--- config.mk ---
export PLATFORM = sky130hd
export DESIGN_NAME = acs_sequencer
export DESIGN_NICKNAME = d
export VERILOG_FILES = /design/src/design/acs_pkg.sv /design/src/design/acs_seq_if.sv /design/src/design/acs_prescaler.sv /design/src/design/acs_trig_sync.sv /design/src/design/acs_sequencer.sv
export VERILOG_INCLUDE_DIRS = /design/src /design/src/design
export SDC_FILE = /design/constraint.sdc
export NUM_CORES = 1
export LEC_CHECK = 0
export ABC_CLOCK_PERIOD_IN_PS = 2850
export BUFFER_PORTS_ARGS = -buffer_cell sky130_fd_sc_hd__buf_2
export CAP_MARGIN = 10
export CORE_MARGIN = 2
export CORE_UTILIZATION = 53
export DETAILED_ROUTE_END_ITERATION = 16
export MAX_ROUTING_LAYER = met4
export PLACE_DENSITY = 0.79
export SLEW_MARGIN = 20
export SYNTH_ARGS = -nofsm -noshare
export SYNTH_HDL_FRONTEND = slang
export SYNTH_SLANG_ARGS = --single-unit
export TNS_END_PERCENT = 100
--- constraint.sdc ---
create_clock -name clk_i -period 2.85 [get_ports clk_i]
set_input_delay 0.1425 -clock clk_i [delete_from_list [all_inputs] [get_ports clk_i]]
set_output_delay 0.1425 -clock clk_i [all_outputs]
set_load 0.05 [all_outputs]
--- src/design/acs_params.svh ---
/*
 * Constants of the conversion sequencer: register offsets, field
 * positions, reset values and half-cycle timing counts.
 * Assumes inclusion by bare name from the design files.
 */
// What this block does
// Prescaler counts while converter enabled, held in reset while disabled.
// Software start begins conversion at next rising converter clock edge.
// Normal conversion lasts 13 converter clock cycles.
// First conversion after enabling lasts 25 converter clock cycles.
// Sample-and-hold at 1.5 cycles normally, 13.5 cycles on first.
// Completion stores result, sets done flag, clears start if single.
// Trigger resets prescaler; sample-and-hold two cycles after trigger edge.
// Trigger synchronisation adds three CPU clock cycles of latency.
// Differential auto-triggered conversions, non-free-running, take 25 cycles.
// Free running restarts at completion, start bit stays high.
// Differential conversions align to the half-rate converter clock.
// User differential start takes 13 cycles when half-rate low, else 14.
// Free-running differential restarts after the first take 14 cycles.
// Software toggles enable between auto-triggered differential conversions.
// Selection passes a holding register, locked during a conversion.
// Selection turns transparent again in the conversion's last cycle.
// Software waits one converter cycle after start before reselecting.
// Software changes selection only in the three safe windows.
// Software waits 125 us after a new differential channel.
// Free-running next conversion keeps old channel after a change.
// Software discards first result after changing reference.
// Software keeps converter clock within 50 to 200 kHz.
// Low byte read blocks result updates until high byte read.
// Trigger positive edge starts; edges during conversion are ignored.
// Software clears the trigger flag before the next trigger.
// Divisor-select field sets prescaler division of the CPU clock.
`ifndef ACS_PARAMS_SVH
`define ACS_PARAMS_SVH

// ----------------------------------------------------------------
// Register offsets
// ----------------------------------------------------------------
`define ACS_OFF_CTRL   3'h0
`define ACS_OFF_SEL    3'h1
`define ACS_OFF_TRIG   3'h2
`define ACS_OFF_RES_LO 3'h3
`define ACS_OFF_RES_HI 3'h4

// ----------------------------------------------------------------
// Field positions and reset values
// ----------------------------------------------------------------
`define ACS_B_EN    7
`define ACS_B_START 6
`define ACS_B_AUTO  5
`define ACS_B_DONE  4
`define ACS_B_DIFF  4
`define ACS_SEL_RST 7'h00
`define ACS_DIV_RST 3'h0
`define ACS_SRC_RST 3'h0

// ----------------------------------------------------------------
// Timing in half converter clock cycles from the start
// ----------------------------------------------------------------
`define ACS_HC_W       6
`define ACS_SH_NORM    6'h03
`define ACS_DONE_NORM  6'h1A
`define ACS_SH_FIRST   6'h1B
`define ACS_DONE_FIRST 6'h32
`define ACS_SH_AUTO    6'h04
`define ACS_DONE_AUTO  6'h1B
`define ACS_SH_DLONG   6'h05
`define ACS_DONE_DLONG 6'h1C
`define ACS_SYNC_LAT   3

`endif

--- src/design/acs_pkg.sv ---
/*
 * Types of the conversion sequencer.
 * Assumes nothing beyond a SystemVerilog compiler.
 */
package acs_pkg;
	typedef enum logic {ACS_IDLE, ACS_CONV} acs_state_t;
	typedef enum logic [1:0] {
		ACS_K_NORMAL,
		ACS_K_FIRST,
		ACS_K_AUTO,
		ACS_K_DLONG
	} acs_kind_t;
endpackage

--- src/design/acs_seq_if.sv ---
/*
 * Carrier between the sequencer core, its prescaler and its trigger
 * synchroniser. Assumes all three run on one clock.
 */
`timescale 1ns/1ps
`default_nettype none
interface acs_seq_if;
	logic       enable;
	logic       presc_clr;
	logic [2:0] divisor;
	logic       tick_rise;
	logic       tick_fall;
	logic       conv_clk;
	logic [2:0] trig_src;
	logic       trig_edge;

	modport presc (input enable, presc_clr, divisor,
	               output tick_rise, tick_fall, conv_clk);
	modport trig  (input enable, trig_src, output trig_edge);
	modport core  (output enable, presc_clr, divisor, trig_src,
	               input tick_rise, tick_fall, conv_clk, trig_edge);
endinterface
`default_nettype wire

--- src/design/acs_prescaler.sv ---
/*
 * Converter clock prescaler: divides the CPU clock by 2 to 256.
 * Assumes the core drives enable and clear on the same clock.
 */
`timescale 1ns/1ps
`default_nettype none
`include "acs_params.svh"
module acs_prescaler #(
	parameter int CNT_W = 8
) (
	input  wire logic clk_i,
	input  wire logic rst_i,
	acs_seq_if.presc  sif
);
	logic [CNT_W-1:0] cnt_q;
	logic [CNT_W-1:0] cnt_d;
	logic [CNT_W:0]   div_full;
	logic [CNT_W-1:0] limit;
	logic [CNT_W-1:0] half;
	logic             run;

	// ----------------------------------------------------------------
	// Division ratio
	// ----------------------------------------------------------------
	assign div_full = (CNT_W+1)'(2) << sif.divisor;
	assign limit    = CNT_W'(div_full - (CNT_W+1)'(1));
	assign half     = limit >> 1;
	assign run      = sif.enable && !sif.presc_clr;

	assign cnt_d = !run ? '0 : (cnt_q == limit) ? '0 : cnt_q + 1'b1;
	assign sif.tick_rise = run && (cnt_q == limit);
	assign sif.tick_fall = run && (cnt_q == half);
	assign sif.conv_clk  = run && (cnt_q > half);

	always_ff @(posedge clk_i) begin
		if (rst_i)
			cnt_q <= '0;
		else
			cnt_q <= cnt_d;
	end
endmodule
`default_nettype wire

--- src/design/acs_trig_sync.sv ---
/*
 * Trigger synchroniser and positive edge detector.
 * Assumes trigger pins are asynchronous to clk_i.
 */
`timescale 1ns/1ps
`default_nettype none
`include "acs_params.svh"
module acs_trig_sync #(
	parameter int N_TRIG = 8
) (
	input  wire logic              clk_i,
	input  wire logic              rst_i,
	input  wire logic [N_TRIG-1:0] trig_i,
	acs_seq_if.trig                sif
);
	logic [N_TRIG-1:0] meta_q;
	logic [N_TRIG-1:0] sync_q;
	logic              prev_q;
	logic              edge_q;
	logic              sel_lvl;

	// Two flops, then one edge register: three CPU clocks of latency
	assign sel_lvl = sync_q[sif.trig_src];

	always_ff @(posedge clk_i) begin
		if (rst_i) begin
			meta_q <= '0;
			sync_q <= '0;
			prev_q <= 1'b0;
			edge_q <= 1'b0;
		end else begin
			meta_q <= trig_i;
			sync_q <= meta_q;
			prev_q <= sel_lvl;
			edge_q <= sif.enable && sel_lvl && !prev_q;
		end
	end
	assign sif.trig_edge = edge_q;
endmodule
`default_nettype wire

--- src/design/acs_sequencer.sv ---
/*
 * Conversion sequencer top: register port, start logic, conversion
 * timing, selection holding register and result double-read guard.
 * Assumes the analog front end presents its result on result_i by the
 * completion point, on the same clock.
 */
`timescale 1ns/1ps
`default_nettype none
`include "acs_params.svh"
module acs_sequencer #(
	parameter int N_TRIG = 8
) (
	input  wire logic              clk_i,
	input  wire logic              rst_i,
	input  wire logic [2:0]        addr_i,
	input  wire logic [7:0]        wdata_i,
	input  wire logic              wr_i,
	input  wire logic              rd_i,
	output logic      [7:0]        rdata_o,
	input  wire logic [N_TRIG-1:0] trig_i,
	input  wire logic [9:0]        result_i,
	output logic                   sample_hold_o,
	output logic                   busy_o,
	output logic                   conv_clk_o,
	output logic                   half_clk_o,
	output logic                   diff_o,
	output logic      [4:0]        channel_o,
	output logic      [1:0]        reference_o,
	output logic                   done_o
);
	acs_seq_if sif ();

	// ----------------------------------------------------------------
	// State
	// ----------------------------------------------------------------
	acs_pkg::acs_state_t state_q;
	acs_pkg::acs_kind_t  kind_q;
	acs_pkg::acs_kind_t  kind_st;
	logic [`ACS_HC_W-1:0] hc_q;
	logic [`ACS_HC_W-1:0] hc_nx;
	logic [`ACS_HC_W-1:0] sh_hc;
	logic [`ACS_HC_W-1:0] done_hc;
	logic       en_q;
	logic       start_q;
	logic       auto_q;
	logic       done_q;
	logic [2:0] div_q;
	logic [2:0] src_q;
	logic [6:0] sel_hold_q;
	logic [6:0] sel_act_q;
	logic [9:0] res_q;
	logic       block_q;
	logic       first_q;
	logic       half_q;
	logic [7:0] rdata_q;
	logic       sh_q;

	// ----------------------------------------------------------------
	// Decode
	// ----------------------------------------------------------------
	logic wr_ctrl;
	logic wr_sel;
	logic wr_trig;
	logic rd_lo;
	logic rd_hi;
	logic tick;
	logic conv;
	logic free_run;
	logic auto_go;
	logic user_go;
	logic go;
	logic done_pulse;
	logic sh_pulse;
	logic sel_open;
	logic diff_sel;
	logic [7:0] ctrl_rd;
	logic [7:0] rd_mux;

	function automatic logic hit(input logic s, input logic [2:0] a,
	                             input logic [2:0] off);
		hit = s && (a == off);
	endfunction

	assign wr_ctrl = hit(wr_i, addr_i, `ACS_OFF_CTRL);
	assign wr_sel  = hit(wr_i, addr_i, `ACS_OFF_SEL);
	assign wr_trig = hit(wr_i, addr_i, `ACS_OFF_TRIG);
	assign rd_lo   = hit(rd_i, addr_i, `ACS_OFF_RES_LO);
	assign rd_hi   = hit(rd_i, addr_i, `ACS_OFF_RES_HI);

	assign sif.enable    = en_q;
	assign sif.divisor   = div_q;
	assign sif.trig_src  = src_q;
	assign sif.presc_clr = auto_go;

	acs_prescaler u_presc (
		.clk_i (clk_i),
		.rst_i (rst_i),
		.sif   (sif)
	);
	acs_trig_sync #(.N_TRIG(N_TRIG)) u_trig (
		.clk_i  (clk_i),
		.rst_i  (rst_i),
		.trig_i (trig_i),
		.sif    (sif)
	);

	// ----------------------------------------------------------------
	// Start and timing
	// ----------------------------------------------------------------
	// Source zero means free running: restart at completion
	assign free_run = auto_q && (src_q == 3'h0);
	assign diff_sel = sel_act_q[`ACS_B_DIFF];
	assign tick     = sif.tick_rise || sif.tick_fall;
	assign conv     = state_q == acs_pkg::ACS_CONV;
	// Edges while converting are dropped, never queued
	assign auto_go  = en_q && auto_q && !free_run && !conv
	                  && sif.trig_edge;
	assign user_go  = en_q && start_q && !conv && sif.tick_rise;
	assign go       = auto_go || user_go;

	assign kind_st = auto_go ?
	                 ((first_q || diff_sel) ? acs_pkg::ACS_K_FIRST
	                                        : acs_pkg::ACS_K_AUTO) :
	                 first_q ? acs_pkg::ACS_K_FIRST :
	                 (diff_sel && half_q) ? acs_pkg::ACS_K_DLONG
	                                      : acs_pkg::ACS_K_NORMAL;

	always_comb begin
		case (kind_q)
		acs_pkg::ACS_K_FIRST: begin
			sh_hc   = `ACS_SH_FIRST;
			done_hc = `ACS_DONE_FIRST;
		end
		acs_pkg::ACS_K_AUTO: begin
			sh_hc   = `ACS_SH_AUTO;
			done_hc = `ACS_DONE_AUTO;
		end
		acs_pkg::ACS_K_DLONG: begin
			sh_hc   = `ACS_SH_DLONG;
			done_hc = `ACS_DONE_DLONG;
		end
		default: begin
			sh_hc   = `ACS_SH_NORM;
			done_hc = `ACS_DONE_NORM;
		end
		endcase
	end

	assign hc_nx      = hc_q + 1'b1;
	assign sh_pulse   = conv && tick && (hc_nx == sh_hc);
	assign done_pulse = conv && tick && (hc_nx == done_hc);
	// Last full converter cycle reopens the selection path
	assign sel_open   = !conv || (hc_q >= done_hc - 6'h02);

	always_ff @(posedge clk_i) begin
		if (rst_i || !en_q) begin
			state_q <= acs_pkg::ACS_IDLE;
			kind_q  <= acs_pkg::ACS_K_NORMAL;
			hc_q    <= '0;
		end else if (go) begin
			state_q <= acs_pkg::ACS_CONV;
			kind_q  <= kind_st;
			hc_q    <= '0;
		end else if (done_pulse && free_run) begin
			kind_q  <= diff_sel ? acs_pkg::ACS_K_DLONG
			                    : acs_pkg::ACS_K_NORMAL;
			hc_q    <= '0;
		end else if (done_pulse) begin
			state_q <= acs_pkg::ACS_IDLE;
			hc_q    <= '0;
		end else if (conv && tick) begin
			hc_q    <= hc_nx;
		end
	end

	// Half-rate clock and first-conversion marker
	always_ff @(posedge clk_i) begin
		if (rst_i || !en_q) begin
			half_q  <= 1'b0;
			first_q <= 1'b1;
		end else begin
			half_q  <= half_q ^ sif.tick_rise;
			first_q <= first_q && !go;
		end
	end

	// ----------------------------------------------------------------
	// Control register
	// ----------------------------------------------------------------
	always_ff @(posedge clk_i) begin
		if (rst_i) begin
			en_q   <= 1'b0;
			auto_q <= 1'b0;
			div_q  <= `ACS_DIV_RST;
			src_q  <= `ACS_SRC_RST;
		end else begin
			if (wr_ctrl) begin
				en_q   <= wdata_i[`ACS_B_EN];
				auto_q <= wdata_i[`ACS_B_AUTO];
				div_q  <= wdata_i[2:0];
			end
			if (wr_trig)
				src_q <= wdata_i[2:0];
		end
	end

	// Start bit: written one, set by triggers, cleared at single done
	always_ff @(posedge clk_i) begin
		if (rst_i || !en_q)
			start_q <= 1'b0;
		else if (go || (wr_ctrl && wdata_i[`ACS_B_START]))
			start_q <= 1'b1;
		else if (done_pulse && !free_run)
			start_q <= 1'b0;
	end

	// Done flag: hardware set wins over a write-one clear
	always_ff @(posedge clk_i) begin
		if (rst_i)
			done_q <= 1'b0;
		else if (done_pulse)
			done_q <= 1'b1;
		else if (wr_ctrl && wdata_i[`ACS_B_DONE])
			done_q <= 1'b0;
	end

	// ----------------------------------------------------------------
	// Selection and result
	// ----------------------------------------------------------------
	always_ff @(posedge clk_i) begin
		if (rst_i) begin
			sel_hold_q <= `ACS_SEL_RST;
			sel_act_q  <= `ACS_SEL_RST;
		end else begin
			if (wr_sel)
				sel_hold_q <= wdata_i[6:0];
			// Restart locks at completion, so a late change waits
			if (sel_open && !(done_pulse && free_run))
				sel_act_q <= sel_hold_q;
		end
	end

	always_ff @(posedge clk_i) begin
		if (rst_i) begin
			res_q   <= '0;
			block_q <= 1'b0;
		end else begin
			if (done_pulse && !block_q)
				res_q <= result_i;
			if (rd_lo)
				block_q <= 1'b1;
			else if (rd_hi)
				block_q <= 1'b0;
		end
	end

	// ----------------------------------------------------------------
	// Read port
	// ----------------------------------------------------------------
	assign ctrl_rd = {en_q, start_q, auto_q, done_q, 1'b0, div_q};
	assign rd_mux  = (addr_i == `ACS_OFF_CTRL)   ? ctrl_rd :
	                 (addr_i == `ACS_OFF_SEL)    ? {1'b0, sel_hold_q} :
	                 (addr_i == `ACS_OFF_TRIG)   ? {5'h00, src_q} :
	                 (addr_i == `ACS_OFF_RES_LO) ? res_q[7:0] :
	                 (addr_i == `ACS_OFF_RES_HI) ? {6'h00, res_q[9:8]} :
	                 8'h00;

	always_ff @(posedge clk_i) begin
		if (rst_i) begin
			rdata_q <= 8'h00;
			sh_q    <= 1'b0;
		end else begin
			rdata_q <= rd_i ? rd_mux : 8'h00;
			sh_q    <= sh_pulse;
		end
	end

	assign rdata_o       = rdata_q;
	assign sample_hold_o = sh_q;
	assign busy_o        = conv;
	assign conv_clk_o    = sif.conv_clk;
	assign half_clk_o    = half_q;
	assign diff_o        = diff_sel;
	assign channel_o     = sel_act_q[4:0];
	assign reference_o   = {1'b0, sel_act_q[5]};
	assign done_o        = done_q;

	// ----------------------------------------------------------------
	// Checks
	// ----------------------------------------------------------------
	logic [4:0] rises_q;
	always_ff @(posedge clk_i) begin
		if (rst_i || go || (done_pulse && free_run) || !conv)
			rises_q <= '0;
		else if (sif.tick_rise)
			rises_q <= rises_q + 1'b1;
	end
endmodule
`default_nettype wire

==> results.toml, run 1 <==
[timing]
worst_slack_ns = 0.2646
setup_tns_ns = 0
tightest_slew_ns = 0.7607
fin_crit_ns = 2.585
finalHoldViolCount = 0
clock_skew_ns = 0.01170
fmax_ghz = 0.3868
slew_headroom_pct = 49.12
rsz0062_at_grt = "false"
maxSlewViolCount = 0
min_period_over_period_pct = 90.72
setup_viol = 0

[critical_path]
crit_path_start_kind = "flop"
critical_path_class = "flop to primary output"
critPathRequiredTime_ns = 2.71
arrival_ns = 2.44
cp_max_fo = 8
worst_setup_path_end_kind = "primary output"

[yosys]
synth_top_area_cell = "dfxtp_1"
async_flop_share_pct = 0
ys.flop_type = "dfxtp_1"
synthesis.area_mm2 = 0.003879
ys_ff_latch = 80
ys_warn_count = 0
yosysSeqAreaShare_pct = 41.29
synth_top_area_share_pct = 41.29
ys_top_cells_by_area = "dfxtp_1 (41%), mux2i_1 (9.3%), nor2_1 (5.5%)"
synth.avg_cell_area_um2 = 8.979
synthCells = 432
yosysUniqueCellTypes = 56
synth_edf_count = 0

[power_and_ir_drop]
finalPower_w = 0.002159
cellLeakagePower_nw = 1.895
peakVddDrop_mv = 0.4779
p_per_area_mw_per_mm2 = 481.7

[floorplan]
rows = 31
dieWidth_um = 89.55
die_h_um = 89.55
start_util_pct = 54.05
fp.dieArea_mm2 = 0.008018
core_region_area_mm2 = 0.007176
num_io_pins = 54

[cts]
cts_tree = "built"
cts.clk_slew.worst_paths_ns = 0.09
insertion_delay_ns = 0.35
numCtsBuffers = 9
post_cts_buffers = 0
cts_sinks = 80
clockBufferDepth = 2
root_buffer = "clkbuf_8"
h-tree-depth = 3

[global_route]
gr-total-overflow = 0
grt_usage_pct = 22.76
antenna_found_initial = 0
grt_start_max_net_pins = 35
grt_pass1_vias = 3049
grt_pass1_wl_mm = 13.58

[route]
post_drt_wl_per_cell_um = 13.85
vias_per_cell = 5.320
drt_wl_total_mm = 8.142
drtIter0Drc = 187
dr.pass1.iters = 4
num_vias = 3128
drc = 0
drtAntennaViolNets = 0

[place]
placedCellCount = 565
hpwlAfterDp_mm = 5.959
gp_congestion = 0.8668
pre_cts_ws_ns = 0.2420
io_buffers = 52

[final_layout]
area_growth_pct = 15.55
mostFrequentLayoutCells = "dfxtp_1 (78), nor2_1 (57), buf_2 (52)"
final_nets = 531
final_common_cell = "dfxtp_1"
final_cell_count_no_fill = 588
antenna_cells = 0
drive_above_1_share_pct = 17.79

[status]
status = "finished clean"

[min_path]
hp-class = "primary input to flop"

[flow_run]
maxCapViolations = 0
-- layer usage --
metal  GRT usage [%]  routed length, um  up-vias
li1                -                  -     1577
met1           26.80               3655     1463
met2           37.57               4002       76
met3           4.801                324       12
met4           9.498                160        0
met5               -                  0        -
-- report_power, final --
group          total (W)  internal [W]  switching, W  leakage (nW)
Combinational   0.000141     0.0000632     0.0000783          1.14
Clock           0.000870      0.000423      0.000447         0.103
Sequential       0.00115       0.00114     0.0000120         0.650
Total            0.00216       0.00162      0.000537          1.90
-- stage by stage --
step	instance area, um^2	utilization, %	hold slack [ns]
final	4482	62.46	0.01718
after global routing	4482	62.46	0.01312
after CTS	4479	62.42	0.01048
after detailed placement	4202	58.55	0.3561
after global placement	4202	58.55	0.3489
after floorplan	3887	-	0.2707
-- what timing repair did --
action | 4_1_cts | 5_1_grt
hold endpoints to repair | 7 | 0
hold buffers | 7 | 0
resized for setup | 0 | 2
setup endpoints to repair | 0 | 3
-- area by class of cell --
cell class,instances,area (um^2)
Clock inverter,7,83.83
Inverter,13,48.80
Timing Repair Buffer,65,375.4
Multi-Input combinational cell,315,2122
Clock buffer,9,123.9
Tap cell,99,123.9
Fill cell,596,2694
Sequential cell,80,1604
-- path summary, 6_finish.rpt --
kind / from / end / slack [ns] / cells past startpoint
hold reg to reg: u_trig.prev_q$_SDFF_PP0_ / u_trig.sif.trig_edge$_SDFF_PP0_ / 0.40 / 1
hold / removal: trig_i[0] / u_trig.meta_q[0]$_SDFF_PP0_ / 0.02 / 2
setup / recovery: div_q[0]$_SDFFE_PP0P_ / conv_clk_o / 0.26 / 10
setup reg to reg: div_q[0]$_SDFFE_PP0P_ / res_q[7]$_SDFFE_PP0P_ / 0.28 / 8
-- Yosys cell counts (2+ instances only) --
library cell  instances
nand3b_1              2
or3_1                 4
and3_1                4
xor2_1               12
xnor2_1               6
nor4b_1               3
and3b_1               2
a31oi_1               5
nand2b_1             18
nand3_1              13
mux2i_1              36
nor3b_1               3
and2_1                2
o21a_1                5
mux4_2                3
nor2b_1              25
nor2_1               57
clkbuf_1             19
ha_1                 14
nor3_1               10
a21oi_1              19
buf_2                 2
buf_4                 3
dfxtp_1              80
nand4_1               2
o21ai_0               5
nand2_1              32
a211oi_1              3
inv_1                13
o22ai_1               4
-- state kept, by name (all words and copies together) (netlist names), 2 cells and up --
| name | flops |
|---|---|
| res_q | 10 |
| rdata_o | 8 |
| u_presc.cnt_q | 8 |
| u_trig.meta_q | 8 |
| u_trig.sync_q | 8 |
| sel_hold_q | 7 |
| hc_q | 6 |
| sel_act_q | 6 |
| div_q | 3 |
| sif.trig_src | 3 |
| kind_q | 2 |
-- cells by family after synthesis --
group,Yosys count,synth area share (%)
xor+xnor,18,4.064
mux,39,11.03
fa+ha+maj,14,4.516
other cells,1,0.09668
buf+inv,38,4.226
simple gates,187,24.97
flops,80,41.29
compound gates,55,9.807
-- critical path: stages, from the launching register on --
cell and delay [ns]:
dfxtp_1 0.40, or3_1 0.41, ha_1 0.18, nor2b_1 0.10, o21a_1 0.11, o21a_1 0.10, o21a_1 0.10, o21a_1 0.10
o21ai_0 0.08, a211oi_2 0.23, buf_2 0.29
Power figures use the tool's default switching activity.
==> run 2: changes to the inputs <==
- CORE_ASPECT_RATIO: default -> 1.25
- CORE_MARGIN: 2 -> default
==> results.toml, run 2 (same netlist as run 1, synthesis figures left out) <==
[status]
status = "finished clean"

[min_path]
hp-start = "trig_i[2]"
holdPathEnd = "u_trig.meta_q[2]$_SDFF_PP0_"
hp-class = "primary input to flop"
min_path_cells = 2

[global_route]
gr-total-overflow = 0
grt_usage_pct = 24.02
grt_start_max_net_pins = 39
grt_pass1_vias = 3149
grt_pass1_wl_mm = 14.10
antenna_found_initial = 0

[timing]
slew_headroom_pct = 46.43
tightest_slew_ns = 0.7924
min_period_over_period_pct = 93.11
setup_viol = 0
maxSlewViolCount = 0
setup_tns_ns = 0
clock_skew_ns = 0.009677
fmax_ghz = 0.3768
finalHoldViolCount = 0
whs_ns = 0.01084
rsz0062_at_grt = "false"
fin_crit_ns = 2.654

[final_layout]
area_growth_pct = 14.29
antenna_cells = 0
stdcell_area_mm2 = 0.004433
largest_register_ffs = 10
final_common_cell = "dfxtp_1"
largest_register = "res_q"
mostFrequentLayoutCells = "dfxtp_1 (78), nor2_1 (57), buf_2 (52)"
final_nets = 528
drive_above_1_share_pct = 17.28

[floorplan]
num_io_pins = 54
rows = 34
dieWidth_um = 78.52
fp.dieArea_mm2 = 0.007667
core_region_area_mm2 = 0.007019
start_util_pct = 55.26
die_h_um = 97.65

[critical_path]
cp_cell_sequence = "nor2_1, ha_1, nor2b_1, o21a_1, o21a_1, o21a_1, o21a_1, o21ai_0, a211oi_2, buf_2"
arrival_ns = 2.51
critical_path_class = "flop to primary output"
cp_max_fo = 14
worst_setup_path_end_kind = "primary output"
rr_startpoint = "div_q[0]$_SDFFE_PP0P_"
reg2reg_depth = 7
critPathRequiredTime_ns = 2.71
r2r_slack_ns = 0.26
reg2reg_to = "kind_q[0]$_SDFFE_PP0P_"
crit_path_max_incr_delay_ns = 0.46
path_common_cell = "o21a_1"
crit_slowest_cell = "dfxtp_2"
crit_path_start_kind = "flop"
critPathLaunch = "div_q[1]$_SDFFE_PP0P_"

[route]
post_drt_wl_per_cell_um = 14.16
num_vias = 3137
drtIter0Drc = 136
dr.pass1.iters = 4
vias_per_cell = 5.446
drt_wl_total_mm = 8.158
drc = 0
drtAntennaViolNets = 0

[power_and_ir_drop]
cellLeakagePower_nw = 1.870
internal-power_w = 0.001608
netSwitchingPower_w = 0.0005171
p_per_area_mw_per_mm2 = 479.4
peakVddDrop_mv = 0.3604
p_clk_share_pct = 39.3
pwr-share-seq_pct = 54.0
switching_share_pct = 24.34
pwr-share-comb_pct = 6.7
finalPower_w = 0.002125

[place]
gp_congestion = 0.8480
hpwlAfterDp_mm = 5.903
dpl_cell_area_mm2 = 0.004175
io_buffers = 52

[cts]
root_buffer = "clkbuf_8"
numCtsBuffers = 9
insertion_delay_ns = 0.35
clockBufferDepth = 2
cts.clk_slew.worst_paths_ns = 0.08
cts_tree = "built"
h-tree-depth = 3
cts_sinks = 80

[flow_run]
maxCapViolations = 0
==> run 2: cell types whose count changed in the layout (fill, tap and decap cells not counted), sizes merged <==
| cell | before | now |
|---|---|---|
| dlygate4sd3 | 7 | 6 |
| inv | 18 | 15 |
| clkinvlp | 1 | 2 |
| clkinv | 0 | 1 |
| buf | 58 | 56 |
| clkbuf | 9 | 10 |
==> run 2: how the worst max path moves through the flow <==
stage	to	slack [ns]	depth (start not counted)
final	conv_clk_o	0.20	10
after global routing	kind_q[0]$_SDFFE_PP0P_	0.03	7
after CTS	conv_clk_o	0.04	10
after detailed placement	res_q[3]$_SDFFE_PP0P_	0.25	8
after global placement	res_q[3]$_SDFFE_PP0P_	0.35	8
after floorplan	conv_clk_o	0.41	10
==> run 2: what timing repair did <==
item,CTS,global route
endpoints found under the setup margin,0,4
setup buffers,0,0
resized for setup,0,2
hold endpoints to repair,6,0
hold buffers,6,0
==> run 2: worst max-delay path, delay by kind of cell (launching register included) <==
| kind | cells | cell delay [ns] |
|---|---|---|
| buffers and inverters | 1 | 0.22 |
| AO/OA/AOI/OAI | 6 | 0.96 |
| adder cells (fa/ha/maj) | 1 | 0.30 |
| flip-flops | 1 | 0.46 |
| AND/OR/NAND/NOR | 2 | 0.23 |
==> run 2: metal layers <==
metal | track usage (%) | wire [um] | vias up
met1 | 27.01 | 3420 | 1454
met2 | 39.06 | 4123 | 85
li1 | - | - | 1574
met3 | 5.728 | 383 | 24
met5 | - | 0 | -
met4 | 12.54 | 231 | 0
==> run 2: power groups by stage <==
stage | Clock, W | Sequential, W | Combinational [W]
floorplan | 0 | 0.00118 | 0.0000878
global placement | 0 | 0.00117 | 0.000132
detailed placement | 0 | 0.00117 | 0.000135
CTS | 0.000851 | 0.00115 | 0.000142
global route | 0.000898 | 0.00115 | 0.000156
finish | 0.000836 | 0.00115 | 0.000142
==> run 2: area by class of cell <==
cell class / count / area (um^2)
inverters: 13 / 48.80
clock buffers: 10 / 127.6
well taps: 90 / 112.6
fillers: 583 / 2586
multi-input cells: 315 / 2122
clock inverters: 6 / 67.56
repair buffers: 62 / 350.3
flip-flops and latches: 80 / 1604
==> run 2: through the flow <==
| step | utilization [%] | worst slack [ns] | instances |
|---|---|---|---|
| 6_report | 63.16 | 0.1963 | 576 |
| 5_1_grt | 63.16 | 0.03286 | 576 |
| 4_1_cts | 63.12 | 0.04185 | 576 |
| 3_5_place_dp | 59.48 | 0.2529 | 554 |
| 3_3_place_gp | 59.48 | 0.3479 | 554 |
| 2_1_floorplan | - | 0.4054 | 433 |
==> run 3: changes to the inputs <==
- ABC_AREA: default -> 1
- PLACE_DENSITY: 0.79 -> 0.78
==> results.toml, run 3 <==
[place]
io_buffers = 52
placedCellCount = 687
dpl_cell_area_mm2 = 0.004212
hpwlAfterDp_mm = 6.871
gp_congestion = 0.9574

[critical_path]
cp_max_fo = 12
arrival_ns = 2.80
reg2reg_depth = 13
worst_setup_path_end_kind = "flop"
critPathRequiredTime_ns = 3.08
critPathLaunch = "div_q[2]$_SDFFE_PP0P_"
critical_path_class = "flop to flop"
r2r_slack_ns = 0.28
rr_startpoint = "div_q[2]$_SDFFE_PP0P_"
crit_path_start_kind = "flop"
reg2reg_to = "hc_q[5]$_SDFFE_PP0P_"

[yosys]
ys.flop_type = "dfxtp_1"
synth.avg_cell_area_um2 = 7.008
synth_top_area_share_pct = 41.10
ys_warn_count = 0
synthCells = 556
yosysSeqAreaShare_pct = 41.10
ys_ff_latch = 80
synth_top_area_cell = "dfxtp_1"
ys_top_cells_by_area = "dfxtp_1 (41%), nand2_1 (11%), nor2_1 (8.0%)"
yosysUniqueCellTypes = 39
async_flop_share_pct = 0
synth_edf_count = 0
synth_top_cells_by_count = "nand2_1 (119), nor2_1 (83), dfxtp_1 (80)"
synth_most_common_cell = "nand2_1"
synthesis.area_mm2 = 0.003896

[route]
drtAntennaViolNets = 0
drc = 0
drtIter0Drc = 171
post_drt_wl_per_cell_um = 12.81
dr.pass1.iters = 5
drt_wl_total_mm = 9.111
num_vias = 3716
vias_per_cell = 5.226

[floorplan]
rows = 34
core_region_area_mm2 = 0.007019
die_h_um = 97.86
dieWidth_um = 78.69
start_util_pct = 55.51
num_io_pins = 54
fp.dieArea_mm2 = 0.007701

[power_and_ir_drop]
cellLeakagePower_nw = 2.054
peakVddDrop_mv = 0.3591
finalPower_w = 0.002161
p_per_area_mw_per_mm2 = 481.1

[final_layout]
drive_above_1_share_pct = 12.88
seq_area_mm2 = 0.001602
stdcell_area_mm2 = 0.004493
largest_register = "res_q"
final_cell_count_no_fill = 711
largest_register_ffs = 10
final_common_cell = "nand2_1"
final_nets = 663
antenna_cells = 0
multi_input_area_mm2 = 0.001937
mostFrequentLayoutCells = "nand2_1 (119), nor2_1 (83), dfxtp_1 (80)"
num-fill-cells = 636
area_growth_pct = 15.32

[timing]
clock_skew_ns = 0.01057
setup_viol = 0
finalHoldViolCount = 0
tightest_slew_ns = 0.7092
slew_headroom_pct = 52.55
rsz0062_at_grt = "false"
whs_ns = 0.07875
maxSlewViolCount = 0
setup_tns_ns = 0
fin_crit_ns = 2.567
min_period_over_period_pct = 90.08
fmax_ghz = 0.3895

[global_route]
grt_pass1_vias = 3420
gr-total-overflow = 0
grt_start_max_net_pins = 25
antenna_found_initial = 0
grt_usage_pct = 26.26
grt_pass1_wl_mm = 15.45

[cts]
clockBufferDepth = 2
cts_sinks = 80
cts_tree = "built"
cts.clk_slew.worst_paths_ns = 0.09
post_cts_buffers = 0
h-tree-depth = 3
root_buffer = "clkbuf_8"
insertion_delay_ns = 0.35
numCtsBuffers = 9

[min_path]
hp-start = "wdata_i[6]"
hp-class = "primary input to flop"
holdPathEnd = "sel_hold_q[6]$_SDFFE_PP0P_"
min_path_cells = 3

[status]
status = "finished clean"

[flow_run]
maxCapViolations = 0
[run 3: cell count changes in the layout (fill, tap and decap cells not counted), sizes merged, moves of 21 or more]
cell	before	now
o21ai	6	27
nor2	57	86
nand2	32	121
a21oi	19	45
nand3	14	42
nor2b	25	0
inv	15	76
mux2i	36	0
[run 3: worst max path at each step]
stage                                  to  slack [ns]
detailed placement   hc_q[2]$_SDFFE_PP0P_        0.33
floorplan           res_q[6]$_SDFFE_PP0P_        0.86
global route         hc_q[2]$_SDFFE_PP0P_        0.03
finish               hc_q[5]$_SDFFE_PP0P_        0.28
CTS                  hc_q[5]$_SDFFE_PP0P_        0.31
global placement     hc_q[3]$_SDFFE_PP0P_        0.48
[run 3: kinds of logic (layout without fill, tap and decap cells)]
kind of cell	count (synthesis)	in the layout	synth area share, %
AND/OR/NAND/NOR	276	276	31.31
adder cells (fa/ha/maj)	14	14	4.496
buffers and inverters	90	154	9.281
other	1	2	0.09625
AO/OA/AOI/OAI	91	91	12.81
XOR/XNOR	4	4	0.8993
flip-flops	80	80	41.10
[run 3: stage by stage]
stage / utilization [%] / setup WS, ns
after detailed placement: 60.00 / 0.3287
final: 64.01 / 0.2827
after global routing: 64.01 / 0.02703
after global placement: 60.00 / 0.4813
after floorplan: - / 0.8608
after CTS: 64.01 / 0.3073
[run 3: layer usage]
metal / wire [um] / up-vias / GRT usage [%] / part of all wire (%)
li1: - / 1918 / - / -
met1: 3935 / 1692 / 31.08 / 43
met2: 4557 / 88 / 44.41 / 50
met3: 401 / 18 / 3.178 / 4.4
met4: 216 / 0 / 11.11 / 2.4
met5: 0 / - / - / 0
[run 3: power breakdown]
| group | internal, W | leakage [nW] | total (W) | switching, W |
|---|---|---|---|---|
| registers | 0.00114 | 0.649 | 0.00115 | 0.0000127 |
| logic | 0.0000596 | 1.30 | 0.000159 | 0.0000994 |
| clock network | 0.000414 | 0.101 | 0.000851 | 0.000438 |
[run 3: critical path: stages (launching register included)]
cell     delay, ns
dfxtp_1       0.51
inv_1         0.17
nand2_1       0.13
inv_1         0.05
ha_1          0.26
nand2_1       0.06
nor3_1        0.26
inv_1         0.09
nand2_1       0.10
nand3_2       0.11
nor2_4        0.28
inv_2         0.13
nand3_1       0.22
a21oi_1       0.07
[run 3: cell type report]
class / instances / share of cell area, %
Clock buffer: 9 / 2.757
Clock inverter: 7 / 1.727
Inverter: 76 / 6.349
Tap cell: 90 / 2.506
Sequential cell: 80 / 35.64
Timing Repair Buffer: 62 / 7.909
Multi-Input combinational cell: 387 / 43.11
[run 3: timing repair]
action,CTS,global route
resized for setup,0,0
hold buffers,8,0
hold endpoints to repair,8,0
